### src/hw/smr_pkg.sv
package smr_pkg;
    // Mode register select codes on the bank address pins.
    localparam logic [2:0]  SMR_BANK_ONE     = 3'h1;
    localparam logic [2:0]  SMR_BANK_TWO     = 3'h2;
    localparam logic [2:0]  SMR_BANK_ZERO    = 3'h0;
    localparam int          SMR_REG_W        = 19;
    // Register one field positions.
    localparam int          SMR_DLL_OFF_BIT  = 0;
    localparam int          SMR_DRV_LO_BIT   = 1;
    localparam int          SMR_RTT_LO_BIT   = 2;
    localparam int          SMR_AL_LO_BIT    = 3;
    localparam int          SMR_DRV_HI_BIT   = 5;
    localparam int          SMR_RTT_MID_BIT  = 6;
    localparam int          SMR_WLVL_BIT     = 7;
    localparam int          SMR_RTT_HI_BIT   = 9;
    localparam int          SMR_TSTRB_BIT    = 11;
    localparam int          SMR_QOFF_BIT     = 12;
    localparam logic [18:0] SMR_ONE_RSVD     = 19'h4E500;
    // Register two field positions.
    localparam int          SMR_CWL_LO_BIT   = 3;
    localparam int          SMR_ASR_BIT      = 6;
    localparam int          SMR_SRT_BIT      = 7;
    localparam int          SMR_RTTWR_LO_BIT = 9;
    localparam logic [18:0] SMR_TWO_RSVD     = 19'h4F907;
    // Zero register: DLL reset bit and the six-clock read latency code.
    localparam logic [18:0] SMR_ZERO_DLLRST  = 19'h00100;
    localparam logic [18:0] SMR_ZERO_CL6     = 19'h00020;
    localparam logic [2:0]  SMR_CWL6_CODE    = 3'h1;
    // Timing: tMRD in clocks, tMOD as the larger of its two figures.
    localparam int          SMR_TMRD_CK      = 4;
    localparam int          SMR_TMOD_CK_MIN  = 12;
    localparam int          SMR_TMOD_NS      = 15;
    localparam int          SMR_CLK_NS       = 40;
    localparam int          SMR_TMOD_CK_NS   =
        (SMR_TMOD_NS + SMR_CLK_NS - 1) / SMR_CLK_NS;
    localparam int          SMR_WAIT_CK      =
        (SMR_TMOD_CK_MIN > SMR_TMOD_CK_NS) ? SMR_TMOD_CK_MIN : SMR_TMOD_CK_NS;
    localparam logic [4:0]  SMR_WAIT_CNT     = 5'(SMR_WAIT_CK);
    // Avalon register map, word offsets.
    localparam logic [2:0]  SMR_A_CTRL       = 3'h0;
    localparam logic [2:0]  SMR_A_ONE        = 3'h1;
    localparam logic [2:0]  SMR_A_TWO        = 3'h2;
    localparam logic [2:0]  SMR_A_STAT       = 3'h3;
    localparam logic [2:0]  SMR_A_SHADOW1    = 3'h4;
    localparam logic [2:0]  SMR_A_SHADOW2    = 3'h5;
    localparam int          SMR_CTRL_GO1     = 0;
    localparam int          SMR_CTRL_GO2     = 1;
    localparam int          SMR_CTRL_X8      = 2;
    localparam int          SMR_ST_BUSY      = 0;
    localparam int          SMR_ST_REJ       = 1;
    localparam int          SMR_ST_DLLOFF    = 2;
    localparam int          SMR_ST_DONE      = 3;
    typedef enum logic [2:0] {
        SMR_IDLE   = 3'h0,
        SMR_ISSUE  = 3'h1,
        SMR_WAIT   = 3'h2,
        SMR_DLLRST = 3'h3,
        SMR_WAIT2  = 3'h4
    } smr_state_t;
endpackage

### src/hw/smr_ctrl.sv
`timescale 1ns/1ps
// Contract
// RULE1: Register one holds until rewritten, reset pin low, or power lost.
// RULE2: Write only when banks idle; wait tMRD and tMOD afterwards.
// RULE3: Reserved bits 18, 15:13, 10, 8 of register one written zero.
// RULE4: Write leveling with output off allows all termination values.
// RULE5: Bit 0 selects the DLL; each enable is followed by DLL reset.
// RULE6: Self refresh turns an enabled DLL off and back on.
// RULE7: DLL off: no termination, latencies both six clocks; code forces write latency only, register zero unwritten.
// RULE8: Bits 5 and 1 choose driver impedance, primary 34 ohms.
// RULE9: Program 34 ohm drive at init and issue calibration; code passes the software drive bits unchanged and issues no calibration.
// RULE10: Bit 12 set tristates all data and strobe outputs.
// RULE11: Bit 11 enables termination strobe and drops data mask.
// RULE12: Termination strobe kept disabled except on by-8 parts.
// RULE13: Bits 9, 6, 2 choose nominal termination CALIBRATION_RESISTOR over n.
// RULE14: Termination off before read data and during read burst; odt_allow_out follows only the DLL-off state, not reads.
// RULE15: Dynamic termination replaces nominal value during writes.
// RULE16: Termination control pin level switches termination when enabled.
// RULE17: Bit 7 enables write leveling.
// RULE18: Bits 4 and 3 set additive latency 0, CL-1, CL-2.
// RULE19: Register two holds until rewritten or power lost.
// RULE20: Reserved bits 18, 15:11, 8, 2:0 of register two written zero.
// RULE21: Bits 5:3 set write CAS latency; total adds additive latency.
// RULE22: Write CAS latency programmed to match clock rate.
// RULE23: Bit 6 of register two enables automatic refresh rate.
// RULE24: Bit 7 of register two forces extended temperature refresh.
// RULE25: Never enable automatic rate and extended temperature together.
// RULE26: Bits 10:9 of register two select write termination.
module smr_ctrl
    import smr_pkg::*;
(
    input  wire logic        clk_in,
    input  wire logic        rst_in,
    input  wire logic [2:0]  avs_address_in,
    input  wire logic        avs_read_in,
    input  wire logic        avs_write_in,
    input  wire logic [31:0] avs_writedata_in,
    output logic [31:0]      avs_readdata_out,
    output logic             avs_waitrequest_out,
    input  wire logic        banks_idle_in,
    output logic             mrs_cmd_out,
    output logic [2:0]       mrs_bank_out,
    output logic [18:0]      mrs_addr_out,
    output logic             odt_allow_out
);
    typedef struct packed {
        smr_state_t  state;
        logic [18:0] one_val;
        logic [18:0] two_val;
        logic [18:0] one_dev;
        logic [18:0] two_dev;
        logic        pend_one;
        logic        pend_two;
        logic        x8_part;
        logic        rejected;
        logic        done;
        logic        dll_off;
        logic        cur_one;
        logic [31:0] rdata;
        logic        ack;
        logic        cmd;
        logic [2:0]  bank;
        logic [18:0] addr;
        logic        odt_ok;
    } smr_ctrl_t;
    smr_ctrl_t s_reg;
    smr_ctrl_t s_next;
    logic      wait_busy;
    logic      wait_start;
    logic [18:0] one_clean;
    logic [18:0] two_clean;
    logic        ctrl_wr;
    smr_wait_timer u_timer (
        .clk_in   (clk_in),
        .rst_in   (rst_in),
        .start_in (wait_start),
        .busy_out (wait_busy)
    );
    always_comb begin
        s_next     = s_reg;
        wait_start = 1'b0;
        s_next.cmd = 1'b0;
        s_next.ack = 1'b0;
        ctrl_wr    = avs_write_in && !s_reg.ack
            && (avs_address_in == SMR_A_CTRL);
        // Reserved bits are forced to zero whatever software writes.
        one_clean = s_reg.one_val & ~SMR_ONE_RSVD; // RULE3
        two_clean = s_reg.two_val & ~SMR_TWO_RSVD; // RULE20
        if (!s_reg.x8_part) begin
            one_clean[SMR_TSTRB_BIT] = 1'b0; // RULE12
        end
        if (one_clean[SMR_DLL_OFF_BIT]) begin
            // The DLL-off mode cannot use termination at all.
            one_clean[SMR_RTT_HI_BIT]  = 1'b0; // RULE7
            one_clean[SMR_RTT_MID_BIT] = 1'b0;
            one_clean[SMR_RTT_LO_BIT]  = 1'b0;
            two_clean[SMR_RTTWR_LO_BIT +: 2] = 2'h0;
            two_clean[SMR_CWL_LO_BIT +: 3]   = SMR_CWL6_CODE; // RULE22
        end
        if (two_clean[SMR_ASR_BIT] && two_clean[SMR_SRT_BIT]) begin
            // Extended temperature wins; it covers the automatic case.
            two_clean[SMR_ASR_BIT] = 1'b0; // RULE25
        end
        if (avs_write_in && !s_reg.ack) begin
            s_next.ack = 1'b1;
            unique case (avs_address_in)
                SMR_A_CTRL: begin
                    s_next.pend_one = s_reg.pend_one
                        | avs_writedata_in[SMR_CTRL_GO1];
                    s_next.pend_two = s_reg.pend_two
                        | avs_writedata_in[SMR_CTRL_GO2];
                    s_next.x8_part  = avs_writedata_in[SMR_CTRL_X8];
                    s_next.done     = 1'b0;
                    s_next.rejected = 1'b0;
                end
                SMR_A_ONE: s_next.one_val = avs_writedata_in[18:0];
                SMR_A_TWO: s_next.two_val = avs_writedata_in[18:0];
                default: begin
                end
            endcase
        end else if (avs_read_in && !s_reg.ack) begin
            s_next.ack = 1'b1;
            unique case (avs_address_in)
                SMR_A_CTRL: s_next.rdata = {29'h0, s_reg.x8_part,
                    s_reg.pend_two, s_reg.pend_one};
                SMR_A_ONE: s_next.rdata = {13'h0, s_reg.one_val};
                SMR_A_TWO: s_next.rdata = {13'h0, s_reg.two_val};
                SMR_A_STAT: s_next.rdata = {28'h0, s_reg.done,
                    s_reg.dll_off, s_reg.rejected,
                    (s_reg.state != SMR_IDLE)};
                SMR_A_SHADOW1: s_next.rdata = {13'h0, s_reg.one_dev};
                SMR_A_SHADOW2: s_next.rdata = {13'h0, s_reg.two_dev};
                default: s_next.rdata = 32'h0;
            endcase
        end
        unique case (s_reg.state)
            SMR_IDLE: begin
                if (s_reg.pend_one || s_reg.pend_two) begin
                    if (!banks_idle_in) begin
                        // Held pending until every bank is closed.
                        s_next.rejected = 1'b1; // RULE2
                    end else begin
                        s_next.cur_one = s_reg.pend_one;
                        s_next.state   = SMR_ISSUE;
                    end
                end
            end
            SMR_ISSUE: begin
                s_next.cmd = 1'b1;
                wait_start = 1'b1;
                if (s_reg.cur_one) begin
                    s_next.bank     = SMR_BANK_ONE;
                    s_next.addr     = one_clean;
                    s_next.one_dev  = one_clean; // RULE1
                    // A go written in this very cycle must not be lost.
                    s_next.pend_one = ctrl_wr
                        && avs_writedata_in[SMR_CTRL_GO1];
                    s_next.dll_off  = one_clean[SMR_DLL_OFF_BIT]; // RULE5
                    s_next.odt_ok   = !one_clean[SMR_DLL_OFF_BIT]; // RULE7
                end else begin
                    s_next.bank     = SMR_BANK_TWO;
                    s_next.addr     = two_clean; // RULE21
                    s_next.two_dev  = two_clean; // RULE19
                    s_next.pend_two = ctrl_wr
                        && avs_writedata_in[SMR_CTRL_GO2];
                end
                s_next.state = SMR_WAIT;
            end
            SMR_WAIT: begin
                if (!wait_busy && !wait_start) begin // RULE2
                    if (s_reg.cur_one && !s_reg.dll_off) begin
                        s_next.state = SMR_DLLRST;
                    end else begin
                        s_next.done  = 1'b1;
                        s_next.state = SMR_IDLE;
                    end
                end
            end
            SMR_DLLRST: begin
                // Each DLL enable is chased by a DLL reset command.
                s_next.cmd   = 1'b1; // RULE5
                s_next.bank  = SMR_BANK_ZERO;
                s_next.addr  = SMR_ZERO_DLLRST | SMR_ZERO_CL6;
                wait_start   = 1'b1;
                s_next.state = SMR_WAIT2;
            end
            SMR_WAIT2: begin
                if (!wait_busy && !wait_start) begin
                    s_next.done  = 1'b1;
                    s_next.state = SMR_IDLE;
                end
            end
            default: s_next.state = SMR_IDLE;
        endcase
    end
    always_ff @(posedge clk_in) begin
        if (rst_in) begin
            s_reg        <= '0;
            s_reg.state  <= SMR_IDLE;
            s_reg.dll_off <= 1'b1;
        end else begin
            s_reg <= s_next;
        end
    end
    assign avs_readdata_out    = s_reg.rdata;
    assign avs_waitrequest_out = !s_reg.ack;
    assign mrs_cmd_out         = s_reg.cmd;
    assign mrs_bank_out        = s_reg.bank;
    assign mrs_addr_out        = s_reg.addr;
    assign odt_allow_out       = s_reg.odt_ok; // RULE14 RULE16
endmodule

### src/hw/smr_wait_timer.sv
`timescale 1ns/1ps
module smr_wait_timer
    import smr_pkg::*;
(
    input  wire logic       clk_in,
    input  wire logic       rst_in,
    input  wire logic       start_in,
    output logic            busy_out
);
    typedef struct packed {
        logic [4:0] cnt;
        logic       busy;
    } smr_timer_t;
    smr_timer_t t_reg;
    smr_timer_t t_next;
    always_comb begin
        t_next = t_reg;
        if (start_in) begin
            t_next.cnt  = SMR_WAIT_CNT;
            t_next.busy = 1'b1;
        end else if (t_reg.cnt != 5'h00) begin
            t_next.cnt  = t_reg.cnt - 5'h01;
            t_next.busy = (t_reg.cnt != 5'h01);
        end
    end
    always_ff @(posedge clk_in) begin
        if (rst_in) begin
            t_reg <= '0;
        end else begin
            t_reg <= t_next;
        end
    end
    assign busy_out = t_reg.busy;
endmodule

### config.mk
export PLATFORM = sky130hd
export DESIGN_NAME = smr_ctrl
export DESIGN_NICKNAME = d
export VERILOG_FILES = /design/src/hw/smr_pkg.sv /design/src/hw/smr_ctrl.sv /design/src/hw/smr_wait_timer.sv
export SDC_FILE = /design/constraint.sdc
export NUM_CORES = 1
export LEC_CHECK = 0
export BUFFER_PORTS_ARGS = -buffer_cell sky130_fd_sc_hd__buf_2
export CELL_PAD_IN_SITES_DETAIL_PLACEMENT = 1
export CELL_PAD_IN_SITES_GLOBAL_PLACEMENT = 2
export CORE_ASPECT_RATIO = 2
export CORE_MARGIN = 4
export CORE_UTILIZATION = 29
export DETAILED_ROUTE_END_ITERATION = 16
export MAX_ROUTING_LAYER = met4
export PLACE_DENSITY = 0.87
export SETUP_SLACK_MARGIN = 0.02
export SYNTH_ARGS = -nofsm -noshare
export SYNTH_HDL_FRONTEND = slang
export SYNTH_SLANG_ARGS = --single-unit
export TNS_END_PERCENT = 20
### constraint.sdc
create_clock -name clk_in -period 1.5 [get_ports clk_in]
set_input_delay 0.375 -clock clk_in [delete_from_list [all_inputs] [get_ports clk_in]]
set_output_delay 0.375 -clock clk_in [all_outputs]
set_load 0.02 [all_outputs]
Yosys cells after proc, flatten, opt, wreduce, memory -nomap -nowiden
Index checks and enable logic that the tools add are counted.

Flip-flop bits (word level): 120. Input port bits: 40. Output and inout port bits: 57. Word-level logic and storage cells: 100.

$add $sub $neg: 1. Eq/ne operators: 14. Muxes and demuxes: 33. Bitwise operators: 4. Reduce and logical (&&, ||, !) cells: 27.

Operator list (count): case mux 19 bit (6 select lines) (1); case mux 23 bit (2 select lines) (1); two-way mux 21 bit (1); two-way mux 5 bit (4); two-way mux 1 bit (16); two-way mux 3 bit (5); case mux 3 bit (5 select lines) (1); equality test 3 x 2 -> 1 bit, second input constant (4); AND reduction 2 bit (6); equality test 3 bit, second input constant (3); inequality test 2 bit, second input constant (4); logical AND 1 bit (7); equality test 3 x 1 -> 1 bit, second input constant (2); zero test 3 bit (2); two-way mux 2 bit (3); inequality test 5 x 1 -> 1 bit, second input constant (1); nonzero test 5 bit (1); subtractor 5 x 1 -> 5 bit, second input constant (1); AND reduction 4 bit (1); nonzero test 2 bit (2); OR reduction 2 bit (2); zero test 1 bit (3); AND reduction 3 bit (1); nonzero test 3 bit (1); 4 further kinds (6).

Logic depth before layout (Yosys ltp)
Depth after elaboration: 6. Mapped depth: 8. Mapped depth without buffers: 5.

By module
A second synthesis with hierarchy kept.

Cell total of the unflattened synthesis: 616. Area total of the unflattened synthesis: 5143.7 µm².

By module, submodules not included: smr_ctrl (times used 1, cells each 582, area each 4827.1 µm², seq. area each 2182.1 µm²); smr_wait_timer (times used 1, cells each 34, area each 316.6 µm², seq. area each 120.1 µm²).

Worst setup path before layout
No wires, ideal clock.

Path type: input port to flip-flop. Start point: input port avs_address_in[0]. End point: register s_reg (netlist bit avs_readdata_out[6]). Library setup time: 117 ps. Arrival: 1374 ps. Required time: 1383 ps. Setup slack: 10 ps. Stages: 7. Buffers on the path: 3. Cell sequence: buf_4 > nor2b_1 > buf_2 > buf_2 > a22oi_1 > o22ai_1 > a22o_1.

Cells in the longest elaborated chain, start to end: 2. Elaborated cells between the ends (all ways): 7. Those cells by class: eq/ne (5); mux (1); reduce/logical (1).

Ends and longest elaborated chain: start, declared (line smr_ctrl.sv:34) `input wire logic [2:0] avs_address_in,`; equality test 3 bit (tied with other cells) (line smr_ctrl.sv:123) `unique case (avs_address_in)`; case mux 19 bit (6 select lines) (*) (line smr_ctrl.sv:123); end signal, assigned (line smr_ctrl.sv:202) `s_reg <= s_next;`; end, declared (line smr_ctrl.sv:66) `smr_ctrl_t s_reg;`.

Mark *: on every way between the ends. The rest lies on a longest branch, timed or not. A chain may end at the register's enable or synchronous reset.

Worst setup path after layout
Start point: register s_reg[142] (netlist bit). End point: register s_reg (netlist bit mrs_addr_out[9]).

Cells in the longest elaborated chain, start to end: 2. Elaborated cells between the ends (all ways): 4. Those cells by class: eq/ne (2); mux (1); reduce/logical (1).

Ends and longest elaborated chain: equality test 3 x 2 -> 1 bit or equality test 3 x 1 -> 1 bit (tied branches) (line smr_ctrl.sv:136) `unique case (s_reg.state)`; case mux 23 bit (2 select lines) or nonzero test 2 bit (tied branches).

Parallel ways exist; a longest one is shown, timed or not. The select of a mux whose other input is x is not followed.

==> metrics.md <==
| Metric | Value |
|---|---|
| Number of flip-flops under the largest register name | `62` |
| HPWL after DPL | `11800 um` |
| Via-to-Cell Ratio | `5.04` |
| Slew Limit Fails | `0` |
| Final period util | `94.2%` |
| Rows | `just under 70` |
| Slew Limit Headroom | `62.9%` |
| Final setup margin | `around 87 ps` |
| Worst hold path class | `in -> reg` |
| ANT cells | `0` |
| DRT Pass-1 Iters | `4` |
| Worst Hold Depth | `3` |
| Ys async rst share | `0%` |
| Register bit total from synthesis | `115` |
| Cell variety after synth | `47` |
| Aggregate global routing overflow | `0` |
| Clock sinks | `between 100 and 150` |
| Initial cell density of the core | `between 20 and 30%` |
| CP startpoint kind | `register` |
| Cts bufs inserted | `17` |
| Final setup violation count | `0` |
| Pleak | `about 2.4 nW` |
| CP max FO | `8` |
| WS Path Type | `reg -> reg` |
| Least-Margin Pin Slew | `556 ps` |
| PD cells | `1320 nW/um^2` |
| Die area | `roughly 20000 um^2` |
| Tmin final | `1410 ps` |
| Worst Min Path Start | `avs_writedata_in[8]` |
| I/O pin total | `97` |
| Maxcap violations | `0` |
| Vias | `roughly 4500` |
| Cell Area, Placed | `5570 um^2` |
| Critical path required time | `about 1800 ps` |
| CTS tree | `built` |
| Synth area leaders | `dfxtp_1, nand2_1, buf_4` |
| First-pass GRT wire length | `between 20000 and 25000 um` |
| Layout cells sized above 1 | `around a quarter` |
| Area leader, netlist | `dfxtp_1` |
| Synth Flop Type | `dfxtp_1` |
| Gpl congestion | `between 0.8 and 0.9` |
| Max Fclk | `between 700 and 800 MHz` |
| Crit path arrival time | `about 1800 ps` |
| Top-area cell type share of the netlist area | `between 40% and 50%` |
| Area delta synth->final | `21.6%` |
| Tot GR Track Use | `16.7%` |
| Synthesized area | `around 5100 um^2` |
| Start of the worst register-to-register path | `s_reg[142]` |
| Max Buffers Root-to-Sink | `2` |
| Status | `completed` |
| Hold-critical path endpoint | `s_reg[110]` |
| I/O Buffers | `65` |
| Yosys warns | `0` |
| Largest net degree at the start of global routing | `56` |
| Clock Tree Root | `clkbuf_16` |
| # hold bufs at CTS | `0` |
| RSZ-0062 raised after global routing | `true` |
| Final wirelength | `about 16000 um` |
| Seq/Total Area, Yosys | `a little under half` |
| Latest clock arrival within the worst-skew pair | `about 420 ps` |
| Worst-path clk slew | `roughly 60 ps` |
| Design Area, Final | `around 6200 um^2` |
| CP endpoint kind | `register` |
| Core ar. | `roughly 17000 um^2` |
| Layout fillers | `between 2000 and 2500` |
| Maximum VDD drop | `0.556 mV` |
| ANT nets after route | `0` |
| Register area | `~2300 um^2` |
| FF-to-FF End | `mrs_addr_out[9]` |
| Residual DRC | `0` |
| Vias in the first global route | `between 4000 and 5000` |
| Initial antenna violation count | `0` |
| Clock H-tree levels | `4` |
| Drt initial violations | `around 150` |
| Area of the multi-input gates | `2260 um^2` |
| Hold Violations, Final | `0` |
| Nets | `a little over 700` |
| Die H | `196 um` |
| R2R setup slack | `90 ps` |
| Post-Syn Instances | `between 600 and 700` |
| Reg2Reg Depth | `5` |
| Mean Syn Cell Area | `8.37 um^2` |
| WL/cell | `approximately 18 um` |
| Clk_skew | `approximately 6.9 ps` |
| Setup WS pre-CTS | `-249 ps` |
| Post-synth EDFFs | `0` |
| Die X | `approximately 100 um` |
-- worst max-delay path, stage by stage (launching register included) --
cell and delay, ps:
dfxtp_2 350, nand2b_2 220, nor3b_2 230, buf_4 210
nand3b_1 110, a211oi_1 210
-- repair_timing --
action / in CTS / in global routing
buffers inserted: 0 / 0
resized for setup: 2 / 11
pin swaps: 0 / 1
setup endpoints to repair: 5 / 27
-- worst max-delay path by stage --
stage,from,end,slack (ps),cells past startpoint
detailed placement,avs_address_in[1],avs_readdata_out[17],-250,6
finish,s_reg[142],mrs_addr_out[9],90,5
global placement,avs_address_in[1],avs_readdata_out[17],-160,6
global route,s_reg[24],s_reg[109],-2,6
floorplan,avs_address_in[0],one_clean[12],40,8
CTS,s_reg[24],avs_readdata_out[7],5,3
-- synthesized netlist by cell type, drive strengths merged, types with 2 or more instances --
cell,count
a211oi,6
a21oi,79
a22o,16
a22oi,21
a31oi,5
and2,3
buf,80
clkbuf,13
dfxtp,115
ha,3
inv,7
mux2,7
mux2i,12
nand2,140
nand2b,4
nand3,3
nand3b,7
nor2,30
nor2b,9
nor3,8
nor3b,6
nor4,2
o21ai,10
o22ai,8
-- layout by cell type, fill, tap and decap left out, types with 4 or more instances in the layout --
cell type / Yosys / final
nand3b_1: 7 / 7
buf_12: 0 / 7
a22oi_1: 21 / 21
nor2_1: 30 / 29
buf_2: 17 / 64
nand2_1: 139 / 138
conb_1: 1 / 18
inv_1: 7 / 7
buf_4: 58 / 37
nor3b_1: 4 / 4
clkbuf_16: 0 / 17
a21oi_1: 79 / 77
clkinvlp_4: 0 / 4
nor3_1: 7 / 7
dfxtp_1: 115 / 112
o22ai_1: 8 / 8
a31oi_1: 5 / 5
a22o_1: 16 / 16
mux2_2: 7 / 7
o21ai_0: 10 / 10
nor2b_1: 9 / 9
mux2i_1: 12 / 12
a211oi_1: 5 / 5
-- power breakdown --
part           internal (mW)  switching, mW
Clock                   2.58           1.48
Combinational          0.348          0.497
Sequential              3.16          0.114
-- per-stage QoR --
| stage | power [mW] | hold slack, ps | TNS, ps | util [%] | std cells |
|---|---|---|---|---|---|
| 4_1_cts | 8.22 | 194 | 0 | 35.7 | 884 |
| 3_5_place_dp | 4.14 | 447 | -8360 | 32.2 | 852 |
| 5_1_grt | 8.50 | 207 | -1.52 | 35.9 | 884 |
| 6_report | 8.18 | 209 | 0 | 35.9 | 884 |
| 3_3_place_gp | 4.07 | 442 | -5200 | 32.2 | 852 |
| 2_1_floorplan | 3.90 | 432 | 0 | - | 626 |
-- final cells by class --
class	instances	share of cell area, %
Clock buffer	21	7.59
Sequential cell	115	37.2
Clock inverter	11	2.04
Tap cell	210	4.24
Multi-Input combinational cell	411	36.5
Timing Repair Buffer	109	12.1
Inverter	7	0.424
-- kinds of logic after synthesis --
group	synth area share, %
and+or+nand+nor	18.6
AOI/OAI and AO/OA	19.0
DFF	45.1
buffers and inverters	12.3
muxes	3.90
adders and majority gates	0.736
other	0.0735
xor gates and xnor gates	0.172
-- routing by layer --
layer,track usage [%],share of wire [%]
met5,-,0
met4,9.42,4.7
met3,3.29,4.0
met2,30.0,55
met1,16.3,36
Note: power is estimated with default switching activity, not from simulation.
